## config.mk

```make
export PLATFORM = sky130hd
export DESIGN_NAME = vcs_top
export DESIGN_NICKNAME = d
export VERILOG_FILES = /design/src/core/vcs_pkg.sv /design/src/core/vcs_sync.sv /design/src/core/vcs_ratio.sv /design/src/core/vcs_top.sv
export VERILOG_INCLUDE_DIRS = /design/src /design/src/core
export SDC_FILE = /design/constraint.sdc
export NUM_CORES = 1
export LEC_CHECK = 0
export ABC_AREA = 1
export BUFFER_PORTS_ARGS = -buffer_cell sky130_fd_sc_hd__buf_2
export CORE_MARGIN = 2
export CORE_UTILIZATION = 50
export CTS_BUF_LIST = sky130_fd_sc_hd__clkbuf_2
export DETAILED_ROUTE_END_ITERATION = 6
export HOLD_SLACK_MARGIN = 0.03
export PLACE_DENSITY = 0.74
export RECOVER_POWER = 25
export SYNTH_ARGS = -nofsm -noshare
export SYNTH_HDL_FRONTEND = slang
export SYNTH_SLANG_ARGS = --single-unit
```

## constraint.sdc

```tcl
create_clock -name mclk -period 1.9 [get_ports mclk]
set_input_delay 0.38 -clock mclk [delete_from_list [all_inputs] [get_ports mclk]]
set_output_delay 0.38 -clock mclk [all_outputs]
set_load 0.01 [all_outputs]
```

## src/core/vcs_defs.svh

```systemverilog
// Purpose: Constants of the common-voltage command registers
// Assumes: Included by bare name
// Notes:   Definitions only
`ifndef VCS_DEFS_SVH
`define VCS_DEFS_SVH

// ----------------------------------------
// Command decode
// ----------------------------------------
`define VCS_CMD_CODE 8'hc5

// ----------------------------------------
// Field positions
// ----------------------------------------
`define VCS_FLAG_BIT 0
`define VCS_SEL_BIT 7

// ----------------------------------------
// Reset values
// ----------------------------------------
`define VCS_FLAG_RST 1'b0
`define VCS_FACTOR_RST 8'h40
`define VCS_SEL_RST 1'b0
`define VCS_STORED_RST 8'h40
`define VCS_PIN_IDLE 11'h300

// ----------------------------------------
// Factor code map, ratio in 1/64 steps
// ----------------------------------------
`define VCS_CODE_MAX 8'h7f
`define VCS_CODE_ZERO 8'h80
`define VCS_CODE_HALT 8'hff
`define VCS_RATIO_FULL 8'h80

`endif

```

## src/core/vcs_pkg.sv

```systemverilog
// Purpose: Types of the common-voltage command registers
// Assumes: Nothing
// Notes:   Constants live in vcs_defs.svh
package vcs_pkg;

   // ----------------------------------------
   // Parameter sequence
   // ----------------------------------------
   typedef enum logic [2:0] {
      st_idle = 3'h0,
      st_p1 = 3'h1,
      st_p2 = 3'h3,
      st_p3 = 3'h2,
      st_p4 = 3'h6
   } vcs_state_t;

   // ----------------------------------------
   // Carriers
   // ----------------------------------------
   typedef struct packed {
      logic command_data_select;
      logic read_strobe_n;
      logic write_strobe_n;
      logic [7:0] data;
   } vcs_bus_t;

   typedef struct packed {
      logic halt;
      logic inhibit;
      logic [7:0] ratio_mag;
   } vcs_vcom_t;

endpackage : vcs_pkg

```

## src/core/vcs_sync.sv

```systemverilog
// Purpose: Two-stage synchroniser for pin inputs
// Assumes: Single clock mclk
// Notes:   First stage is read only by the second
`timescale 1ns/1ps
module vcs_sync #(
   parameter int W = 1,
   parameter logic [W-1:0] INIT = '0
) (
   input logic mclk,           // System clock
   input logic rst,            // Synchronous reset
   input logic [W-1:0] din,    // Asynchronous input
   output logic [W-1:0] dout   // Synchronised output
);
   logic [W-1:0] s1_q, s1_d;
   logic [W-1:0] s2_q, s2_d;

   always_comb begin
      s1_d = din;
      s2_d = s1_q;
   end

   always_ff @(posedge mclk) begin
      if (rst) begin
         s1_q <= INIT;
         s2_q <= INIT;
      end else begin
         s1_q <= s1_d;
         s2_q <= s2_d;
      end
   end

   assign dout = s2_q;
endmodule : vcs_sync

```

## src/core/vcs_ratio.sv

```systemverilog
// Purpose: Maps the active factor code to a common-voltage ratio
// Assumes: Ratio magnitude is in 1/64 of the negative reference
// Notes:   Output is registered
`timescale 1ns/1ps
`include "vcs_defs.svh"
module vcs_ratio
   import vcs_pkg::*;
(
   input logic mclk,          // System clock
   input logic rst,           // Synchronous reset
   input logic [7:0] code,    // Active factor code
   output vcs_vcom_t vcom     // Ratio and stop flags
);
   vcs_vcom_t vcom_q, vcom_d;

   // ----------------------------------------
   // Linear map: code 00h gives -2, 7Fh gives -1/64
   // ----------------------------------------
   always_comb begin
      vcom_d = '0;
      if (code <= `VCS_CODE_MAX) begin
         vcom_d.ratio_mag = `VCS_RATIO_FULL - code; // [RL6]
      end else if (code == `VCS_CODE_HALT) begin
         vcom_d.halt = 1'b1;
      end else if (code != `VCS_CODE_ZERO) begin
         // Prohibited codes stop the output rather than guess a level
         vcom_d.inhibit = 1'b1; // [RL13]
         vcom_d.halt = 1'b1;
      end
   end

   always_ff @(posedge mclk) begin
      if (rst) begin
         vcom_q <= '0;
      end else begin
         vcom_q <= vcom_d;
      end
   end

   assign vcom = vcom_q;
endmodule : vcs_ratio

```

## src/core/vcs_top.sv

```systemverilog
// Purpose: Common-voltage command registers behind the display command bus
// Assumes: Bus pins are asynchronous to mclk; nv inputs are on mclk
// Notes:   Analog generator and nv programming lie outside
//
// What this block does
// RL1 - Code C5h written as a command opens the four-parameter sequence.
// RL2 - The first parameter reads the programmed flag in bit 0, other bits zero.
// RL3 - The programmed flag is set by the device itself, never by the host.
// RL4 - The flag reads 0 while nv memory is blank and 1 once programmed; here a reset clears it to 0 even after programming.
// RL5 - The second parameter writes the 8-bit factor code, reset 40h.
// RL6 - The factor code steps linearly from -2 at 00h to -1/64 at 7Fh.
// RL7 - The device derives the ratio from the negative reference.
// RL8 - The third parameter stores data bit 7 as the source select bit.
// RL9 - Select 0 takes the nv value, select 1 the written factor code.
// RL10 - The fourth parameter reads the stored nv value, reset 40h.
// RL11 - That read shows the nv value, never the written factor code.
// RL12 - The command works in every display and power state.
// RL13 - The host never writes codes 81h to FEh and writes FFh only to halt.
`timescale 1ns/1ps
`include "vcs_defs.svh"
module vcs_top
   import vcs_pkg::*;
(
   input logic mclk,                  // 100 MHz system clock
   input logic rst,                   // Synchronous reset, active high
   input vcs_bus_t bus_pins,          // Command bus pins, asynchronous
   output logic [7:0] bus_dout,       // Read data to the bus
   output logic bus_doe_n,            // Low while driving the bus
   input logic nv_prog_done,          // Pulse: nv memory programmed
   input logic [7:0] nv_value,        // Value being programmed
   output logic [7:0] factor_code,    // Written factor code
   output logic source_select,        // Source select bit
   output logic programmed_flag,      // Nv memory programmed
   output vcs_vcom_t vcom             // Ratio to the voltage generator
);

   // ----------------------------------------
   // Pin synchronisation and strobe edges
   // ----------------------------------------
   vcs_bus_t bus_s;
   logic rd_prev_q, rd_prev_d;
   logic wr_prev_q, wr_prev_d;
   logic wr_rise;
   logic rd_fall;
   logic rd_rise;
   logic cmd_wr;
   logic par_wr;
   logic par_rd;

   vcs_sync #(
      .W(11),
      .INIT(`VCS_PIN_IDLE)
   ) u_sync (
      .mclk(mclk),
      .rst(rst),
      .din(bus_pins),
      .dout(bus_s)
   );

   always_comb begin
      rd_prev_d = bus_s.read_strobe_n;
      wr_prev_d = bus_s.write_strobe_n;
   end

   always_ff @(posedge mclk) begin
      if (rst) begin
         rd_prev_q <= 1'b1;
         wr_prev_q <= 1'b1;
      end else begin
         rd_prev_q <= rd_prev_d;
         wr_prev_q <= wr_prev_d;
      end
   end

   // Data is sampled with the strobe, so setup equals hold of the pins
   assign wr_rise = bus_s.write_strobe_n & ~wr_prev_q;
   assign rd_fall = ~bus_s.read_strobe_n & rd_prev_q;
   assign rd_rise = bus_s.read_strobe_n & ~rd_prev_q;
   assign cmd_wr = wr_rise & ~bus_s.command_data_select;
   assign par_wr = wr_rise & bus_s.command_data_select;
   assign par_rd = bus_s.command_data_select;

   // ----------------------------------------
   // Parameter sequence
   // ----------------------------------------
   vcs_state_t state_q, state_d;

   // No power-state input gates this machine, so sleep does not block it
   always_comb begin
      state_d = state_q; // [RL12]
      if (cmd_wr) begin
         if (bus_s.data == `VCS_CMD_CODE) begin
            state_d = st_p1; // [RL1]
         end else begin
            state_d = st_idle;
         end
      end else begin
         case (state_q)
            st_p1: begin
               if (rd_rise && par_rd) begin
                  state_d = st_p2;
               end
            end
            st_p2: begin
               if (par_wr) begin
                  state_d = st_p3;
               end
            end
            st_p3: begin
               if (par_wr) begin
                  state_d = st_p4;
               end
            end
            st_p4: begin
               if (rd_rise && par_rd) begin
                  state_d = st_idle;
               end
            end
            default: begin
               state_d = st_idle;
            end
         endcase
      end
   end

   always_ff @(posedge mclk) begin
      if (rst) begin
         state_q <= st_idle;
      end else begin
         state_q <= state_d;
      end
   end

   // ----------------------------------------
   // Registers
   // ----------------------------------------
   logic flag_q, flag_d;
   logic [7:0] factor_q, factor_d;
   logic sel_q, sel_d;
   logic [7:0] stored_q, stored_d;

   always_comb begin
      flag_d = flag_q;
      factor_d = factor_q;
      sel_d = sel_q;
      stored_d = stored_q;
      // Only the nv side sets the flag; no bus path reaches it
      if (nv_prog_done) begin
         flag_d = 1'b1; // [RL3] [RL4]
         stored_d = nv_value; // [RL11]
      end
      if (par_wr && state_q == st_p2) begin
         factor_d = bus_s.data; // [RL5]
      end
      if (par_wr && state_q == st_p3) begin
         sel_d = bus_s.data[`VCS_SEL_BIT]; // [RL8]
      end
   end

   always_ff @(posedge mclk) begin
      if (rst) begin
         flag_q <= `VCS_FLAG_RST;
         factor_q <= `VCS_FACTOR_RST;
         sel_q <= `VCS_SEL_RST;
         stored_q <= `VCS_STORED_RST;
      end else begin
         flag_q <= flag_d;
         factor_q <= factor_d;
         sel_q <= sel_d;
         stored_q <= stored_d;
      end
   end

   // ----------------------------------------
   // Read path
   // ----------------------------------------
   logic [7:0] dout_q, dout_d;
   logic doe_n_q, doe_n_d;

   always_comb begin
      dout_d = dout_q;
      doe_n_d = doe_n_q;
      if (rd_fall && par_rd && state_q == st_p1) begin
         dout_d = 8'h00;
         dout_d[`VCS_FLAG_BIT] = flag_q; // [RL2]
         doe_n_d = 1'b0;
      end else if (rd_fall && par_rd && state_q == st_p4) begin
         dout_d = stored_q; // [RL10] [RL11]
         doe_n_d = 1'b0;
      end else if (rd_rise) begin
         doe_n_d = 1'b1;
      end
   end

   always_ff @(posedge mclk) begin
      if (rst) begin
         dout_q <= 8'h00;
         doe_n_q <= 1'b1;
      end else begin
         dout_q <= dout_d;
         doe_n_q <= doe_n_d;
      end
   end

   // ----------------------------------------
   // Voltage source selection
   // ----------------------------------------
   logic [7:0] active_code;

   assign active_code = sel_q ? factor_q : stored_q; // [RL9]

   vcs_ratio u_ratio (
      .mclk(mclk),
      .rst(rst),
      .code(active_code), // [RL7]
      .vcom(vcom)
   );

   assign bus_dout = dout_q;
   assign bus_doe_n = doe_n_q;
   assign factor_code = factor_q;
   assign source_select = sel_q;
   assign programmed_flag = flag_q;
endmodule : vcs_top

```

==> results of run 1 <==
==> synth_stat cells <==
cell and n:
ha_1 2, nand2_2 5, nor3_1 2, nand3_1 17
inv_2 4, nor2_2 5, buf_6 1, nor2_1 45
o21ai_2 2, dfxtp_1 64, nor3_2 1, nor2_4 4
nand2_1 61, o21ai_1 4, o21ai_0 15, a21oi_1 23
a211oi_1 2, buf_2 2, o21a_1 1, or2_2 6
clkbuf_1 4, inv_1 49, nand3_2 1
==> report_power, final <==
group	internal, W	switching (W)	total (W)
sequential	0.00141	0.0000317	0.00145
combinational	0.000124	0.000217	0.000342
clock	0.000434	0.000503	0.000936
total	0.00197	0.000752	0.00272
==> what timing repair did <==
action | in CTS | in global routing
hold endpoints to repair | 1 | 1
hold buffers | 1 | 1
resized for setup | 0 | 0
==> per-stage QoR <==
stage | hold slack, ns | cells
final | 0.0811 | 453
after global routing | 0.0324 | 453
after CTS | 0.0381 | 452
after detailed placement | 0.392 | 435
after global placement | 0.389 | 435
after floorplan | 0.388 | 320
==> critical path, stage by stage, from the launching register on <==
cell and delay (ns):
dfxtp_1 0.41, buf_4 0.19, inv_2 0.11, nand2_1 0.08
nand2_2 0.07, ha_1 0.16, inv_1 0.07, nor2_4 0.15
nand3_2 0.10, nor2_2 0.13, nor2_1 0.06
==> kinds of logic after synthesis <==
logic type,after synthesis
AO/OA/AOI/OAI,47
adder cells (fa/ha/maj),2
buffers and inverters,60
flip-flops,64
AND/OR/NAND/NOR,147
==> path summary, 6_finish.rpt <==
path,start,endpoint,slack (ns),cells past startpoint
setup / recovery,source_select,u_ratio.vcom[8],0.29,10
hold / removal,bus_pins[7],u_sync.s1_q[7],0.08,3
setup reg to reg,source_select,u_ratio.vcom[8],0.29,10
hold reg to reg,u_sync.s1_q[1],u_sync.dout[1],0.41,2
==> flip-flops by register name, summed over array words and instances (netlist names), 3 cells and up <==
register	cells
u_sync.s1_q	11
factor_code	8
u_ratio.vcom	10
bus_dout	8
u_sync.dout	11
state_q	3
stored_q	8
==> final cells by class <==
| class | instances | area, µm² | area share (%) |
|---|---|---|---|
| clock buffers | 9 | 45.0 | 1.54 |
| clock inverters | 7 | 96.3 | 3.28 |
| inverters | 53 | 199 | 6.78 |
| multi-input cells | 196 | 933 | 31.8 |
| flip-flops and latches | 64 | 1280 | 43.7 |
| well taps | 67 | 83.8 | 2.86 |
| repair buffers | 57 | 295 | 10.1 |
==> layer usage <==
metal / wire length (µm) / part of all wire, % / GRT usage (%)
met2: 2330 / 50 / 32.7
met4: 88 / 1.9 / 10.7
met3: 233 / 5.0 / 6.10
met5: 0 / 0 / 0
met1: 1980 / 43 / 20.7
==> impl_metrics.toml, run 1 <==
[cts]
clock-sinks = 64
cts.path.max_buffers = 2
path_clk_slew_ns = 0.19
cts_max_level = 3
cts_tree = "yes"
postCtsSetupBuffers = 0
cts_buffers = 9
root_buffer = "clkbuf_2"
clk-insertion-delay-late_ns = 0.48

[floorplanning]
pin_count = 51
die_h_um = 74.0
die_w_um = 74.0
start_util_pct = 51.9
fp.dieArea_um2 = 5480
num_rows = 25
coreArea_um2 = 4720

[yosys]
synth_seq_area_share_pct = 52.3
synth_cells = 320
yosysWarnings = 0
syn_area_per_cell_um2 = 7.66
synth_top_area_share_pct = 52.3
synth_cell_type_count = 23
synth_fp_nets = 344
synth_top_family_by_area = "simple AND/OR/NAND/NOR gates"
yosysTopAreaCell = "dfxtp_1"
synthAdderAreaFrac_pct = 1.02
synthSimpleGateAreaFrac_pct = 26.9
synth_xor_area_share_pct = 0
synth_compound_area_share_pct = 10.2
ys_ff_latch = 64
yosys-top-cells-area = "dfxtp_1 (52%), nand2_1 (9.3%), inv_1 (7.5%)"
synth_area_um2 = 2450
yosys-mux-area-fraction_pct = 0

[global_route]
grt_max_degree = 18
grt_use_total_pct = 19.0
grt_pass1_wl_mm = 7.82
grt_pass1_vias = 1920
grt_antenna_before_repair = 0
grt_overflow = 0

[sta]
worst_slack_ns = 0.288
setup_violations = 0
fin_tns_setup_ns = 0
fmax_mhz = 620
period_share_pct = 84.8
slew_headroom_pct = 53.8
slew_violations = 0
rsz0062_at_grt = "false"
finClkSkew_ns = 0.0202
hold_viol = 0
worst_pin_slew_ns = 0.693
min_period_ns = 1.61

[detailed_routing]
drc = 0
via_count = 2080
antenna_left = 0
firstDrtPassIters = 4
drt_iter0_drc = 84
vias_per_cell = 4.59
drt-total-wl_mm = 4.64
detail_route.wl_per_cell_um = 10.2

[placement]
post-place-ws_ns = 0.326
place_area_um2 = 2790
portBuffers = 50
dp_hpwl_mm = 3.41
gp_congestion = 0.903

[finish]
layout_common_cells = "dfxtp_1 (64), nand2_1 (61), inv_1 (49), buf_2 (49), nor2_1 (45)"
final_common_cell = "dfxtp_1"
drive_gt1_share_pct = 24.6
area_growth_pct = 19.8
postLayoutCoreUtil_pct = 62.1
antennaDiodeCount = 0
fin_area_um2 = 2930
num-fill-cells = 448
fin_nets = 405

[critical_path]
cp-start-kind = "flip-flop"
worstSetupPathType = "reg2reg"
critPathArrivalTime_ns = 2.02
critPathCaptureType = "flip-flop"
path_max_fanout = 9
crit_required_ns = 2.31

[run]
cap_violations = 0

[power_and_ir_drop]
total_power_w = 0.00272
leakage_nw = 1.42
ir_worst_vdd_uv = 756
cellPowerDensity_nw_per_um2 = 928

[outcome]
status = "complete, no violations"

[hold_path]
hold_path_class = "in2reg"
Power figures use the tool's default switching activity.
==> run 2, diff against run 1 <==
--- a/config.mk
+++ b/config.mk
@@ -13,7 +13,7 @@
 export CTS_BUF_LIST = sky130_fd_sc_hd__clkbuf_2
 export DETAILED_ROUTE_END_ITERATION = 6
 export HOLD_SLACK_MARGIN = 0.03
-export PLACE_DENSITY = 0.74
+export PLACE_DENSITY = 0.77
 export RECOVER_POWER = 25
 export SYNTH_ARGS = -nofsm -noshare
 export SYNTH_HDL_FRONTEND = slang
==> constraint.sdc (replaced) <==
create_clock -name mclk -period 1.4 [get_ports mclk]
set_input_delay 0.28 -clock mclk [delete_from_list [all_inputs] [get_ports mclk]]
set_output_delay 0.28 -clock mclk [all_outputs]
set_load 0.01 [all_outputs]
==> impl_metrics.toml, run 2 (synthesis gave the netlist of run 1 again) <==
[outcome]
status = "finished with violations"
violations = "negative setup slack"

[detailed_routing]
drc = 0
antenna_left = 0
vias_per_cell = 4.60
drt-total-wl_mm = 5.13
detail_route.wl_per_cell_um = 10.7
firstDrtPassIters = 4
drt_iter0_drc = 70
via_count = 2205

[sta]
setup_violations = 1
finClkSkew_ns = 0.0154
min_period_ns = 1.41
period_share_pct = 101
worst_slack_ns = -0.0135
fmax_mhz = 707
slew_violations = 0
hold_slack_ns = 0.0813
hold_viol = 0
fin_tns_setup_ns = -0.0135
rsz0062_at_grt = "true"
worst_pin_slew_ns = 0.330
slew_headroom_pct = 77.8

[critical_path]
cpPeakStageDelay_ns = 0.39
path_max_fanout = 6
worstSetupPathType = "reg2reg"
cp-start-kind = "flip-flop"
critPathArrivalTime_ns = 1.85
crit_chain = "buf_6, inv_4, nand2_2, nand2_2, ha_4, inv_2, nor2_4, nand3_2, nand2_1, nand2_1, nor2_1"
critPathCaptureType = "flip-flop"
crit_required_ns = 1.83
cpMaxStageDelayCell = "dfxtp_4"

[cts]
root_buffer = "clkbuf_2"
cts.path.max_buffers = 2
cts_tree = "yes"
cts_max_level = 3
path_clk_slew_ns = 0.17
cts_buffers = 9
clk-insertion-delay-late_ns = 0.48
clock-sinks = 64

[finish]
layout_common_cells = "dfxtp_1 (60), nand2_1 (58), buf_2 (49)"
area_growth_pct = 29.6
drive_gt1_share_pct = 28.9
fin_nets = 431
final_common_cell = "dfxtp_1"
antennaDiodeCount = 0

[floorplanning]
start_util_pct = 51.9
num_rows = 25
die_w_um = 74.0
coreArea_um2 = 4720
die_h_um = 74.0
fp.dieArea_um2 = 5480
pin_count = 51

[placement]
portBuffers = 50
post-place-ws_ns = 0.0377
dp_hpwl_mm = 3.57
gp_congestion = 0.916

[global_route]
grt_overflow = 0
grt_pass1_vias = 2035
grt_use_total_pct = 20.1
grt_max_degree = 20
grt_antenna_before_repair = 0
grt_pass1_wl_mm = 8.25

[run]
cap_violations = 0

[power_and_ir_drop]
seqPwrFrac_pct = 57.8
leakage_nw = 1.54
p_comb_share_pct = 16.3
p_switching_w = 0.00101
internal_power_w = 0.00238
power_frac_clock_pct = 25.9
swShare_pct = 29.9
cellPowerDensity_nw_per_um2 = 1070
ir_worst_vdd_uv = 691

[hold_path]
hold_path_class = "in2reg"
## run 2: cell types whose count changed in the layout (fill, tap and decap cells not counted), sizes merged
cell         change
dlygate4sd3     +14
buf             +16
clkbuf           -3
bufinv           -2
clkinvlp         -1
clkinv           +2
## run 2: worst paths after layout
check / from / end / slack, ns / depth (start not counted)
setup / recovery: source_select / u_ratio.vcom[6] / -0.01 / 11
hold / removal: nv_value[2] / stored_q[2] / 0.08 / 3
setup reg to reg: source_select / u_ratio.vcom[6] / -0.01 / 11
hold reg to reg: u_sync.s1_q[2] / u_sync.dout[2] / 0.41 / 2
## run 2: routing by layer
| layer | GRT usage, % | routed length, µm | up-vias |
|---|---|---|---|
| met4 | 7.88 | 87 | 0 |
| met3 | 6.64 | 176 | 11 |
| met2 | 37.6 | 2690 | 44 |
| met1 | 20.5 | 2170 | 994 |
| li1 | - | - | 1156 |
| met5 | 0 | 0 | - |
## run 2: power groups by stage
stage	Clock, W	Sequential, W	Combinational [W]
2_1_floorplan	0	0.00200	0.000332
3_3_place_gp	0	0.00200	0.000482
3_5_place_dp	0	0.00200	0.000500
4_1_cts	0.000910	0.00196	0.000538
5_1_grt	0.000995	0.00197	0.000624
6_report	0.000880	0.00196	0.000552
## run 2: repair_timing
| action | in CTS | in global routing |
|---|---|---|
| hold buffers | 16 | 0 |
| endpoints found under the hold margin | 16 | 0 |
| pin swaps | 2 | 6 |
| buffers inserted | 2 | 1 |
| gates resized for setup | 5 | 11 |
| endpoints found under the setup margin | 1 | 12 |
## run 2: area by class of cell
class                   instances  area (µm²)
well taps                      67        83.8
repair buffers                 83         552
fillers                       417        1550
clock buffers                  10        50.0
clock inverters                 6        36.3
inverters                      53         201
multi-input cells             196         962
flip-flops and latches         64        1290
## run 2: per-stage QoR
step | utilization (%) | instances | total power [W] | instance area [µm²]
2_1_floorplan | - | 320 | 0.00233 | 2450
3_3_place_gp | 60.4 | 444 | 0.00248 | 2850
3_5_place_dp | 60.4 | 444 | 0.00250 | 2850
4_1_cts | 66.4 | 478 | 0.00341 | 3140
5_1_grt | 67.2 | 479 | 0.00359 | 3170
6_report | 67.2 | 479 | 0.00339 | 3170
## run 2: worst max-delay path, delay by kind of cell, from the launching register on
| family | cells | cell delay, ns |
|---|---|---|
| adder cells (fa/ha/maj) | 1 | 0.14 |
| buffers and inverters | 3 | 0.22 |
| flip-flops | 1 | 0.39 |
| AND/OR/NAND/NOR | 7 | 0.62 |
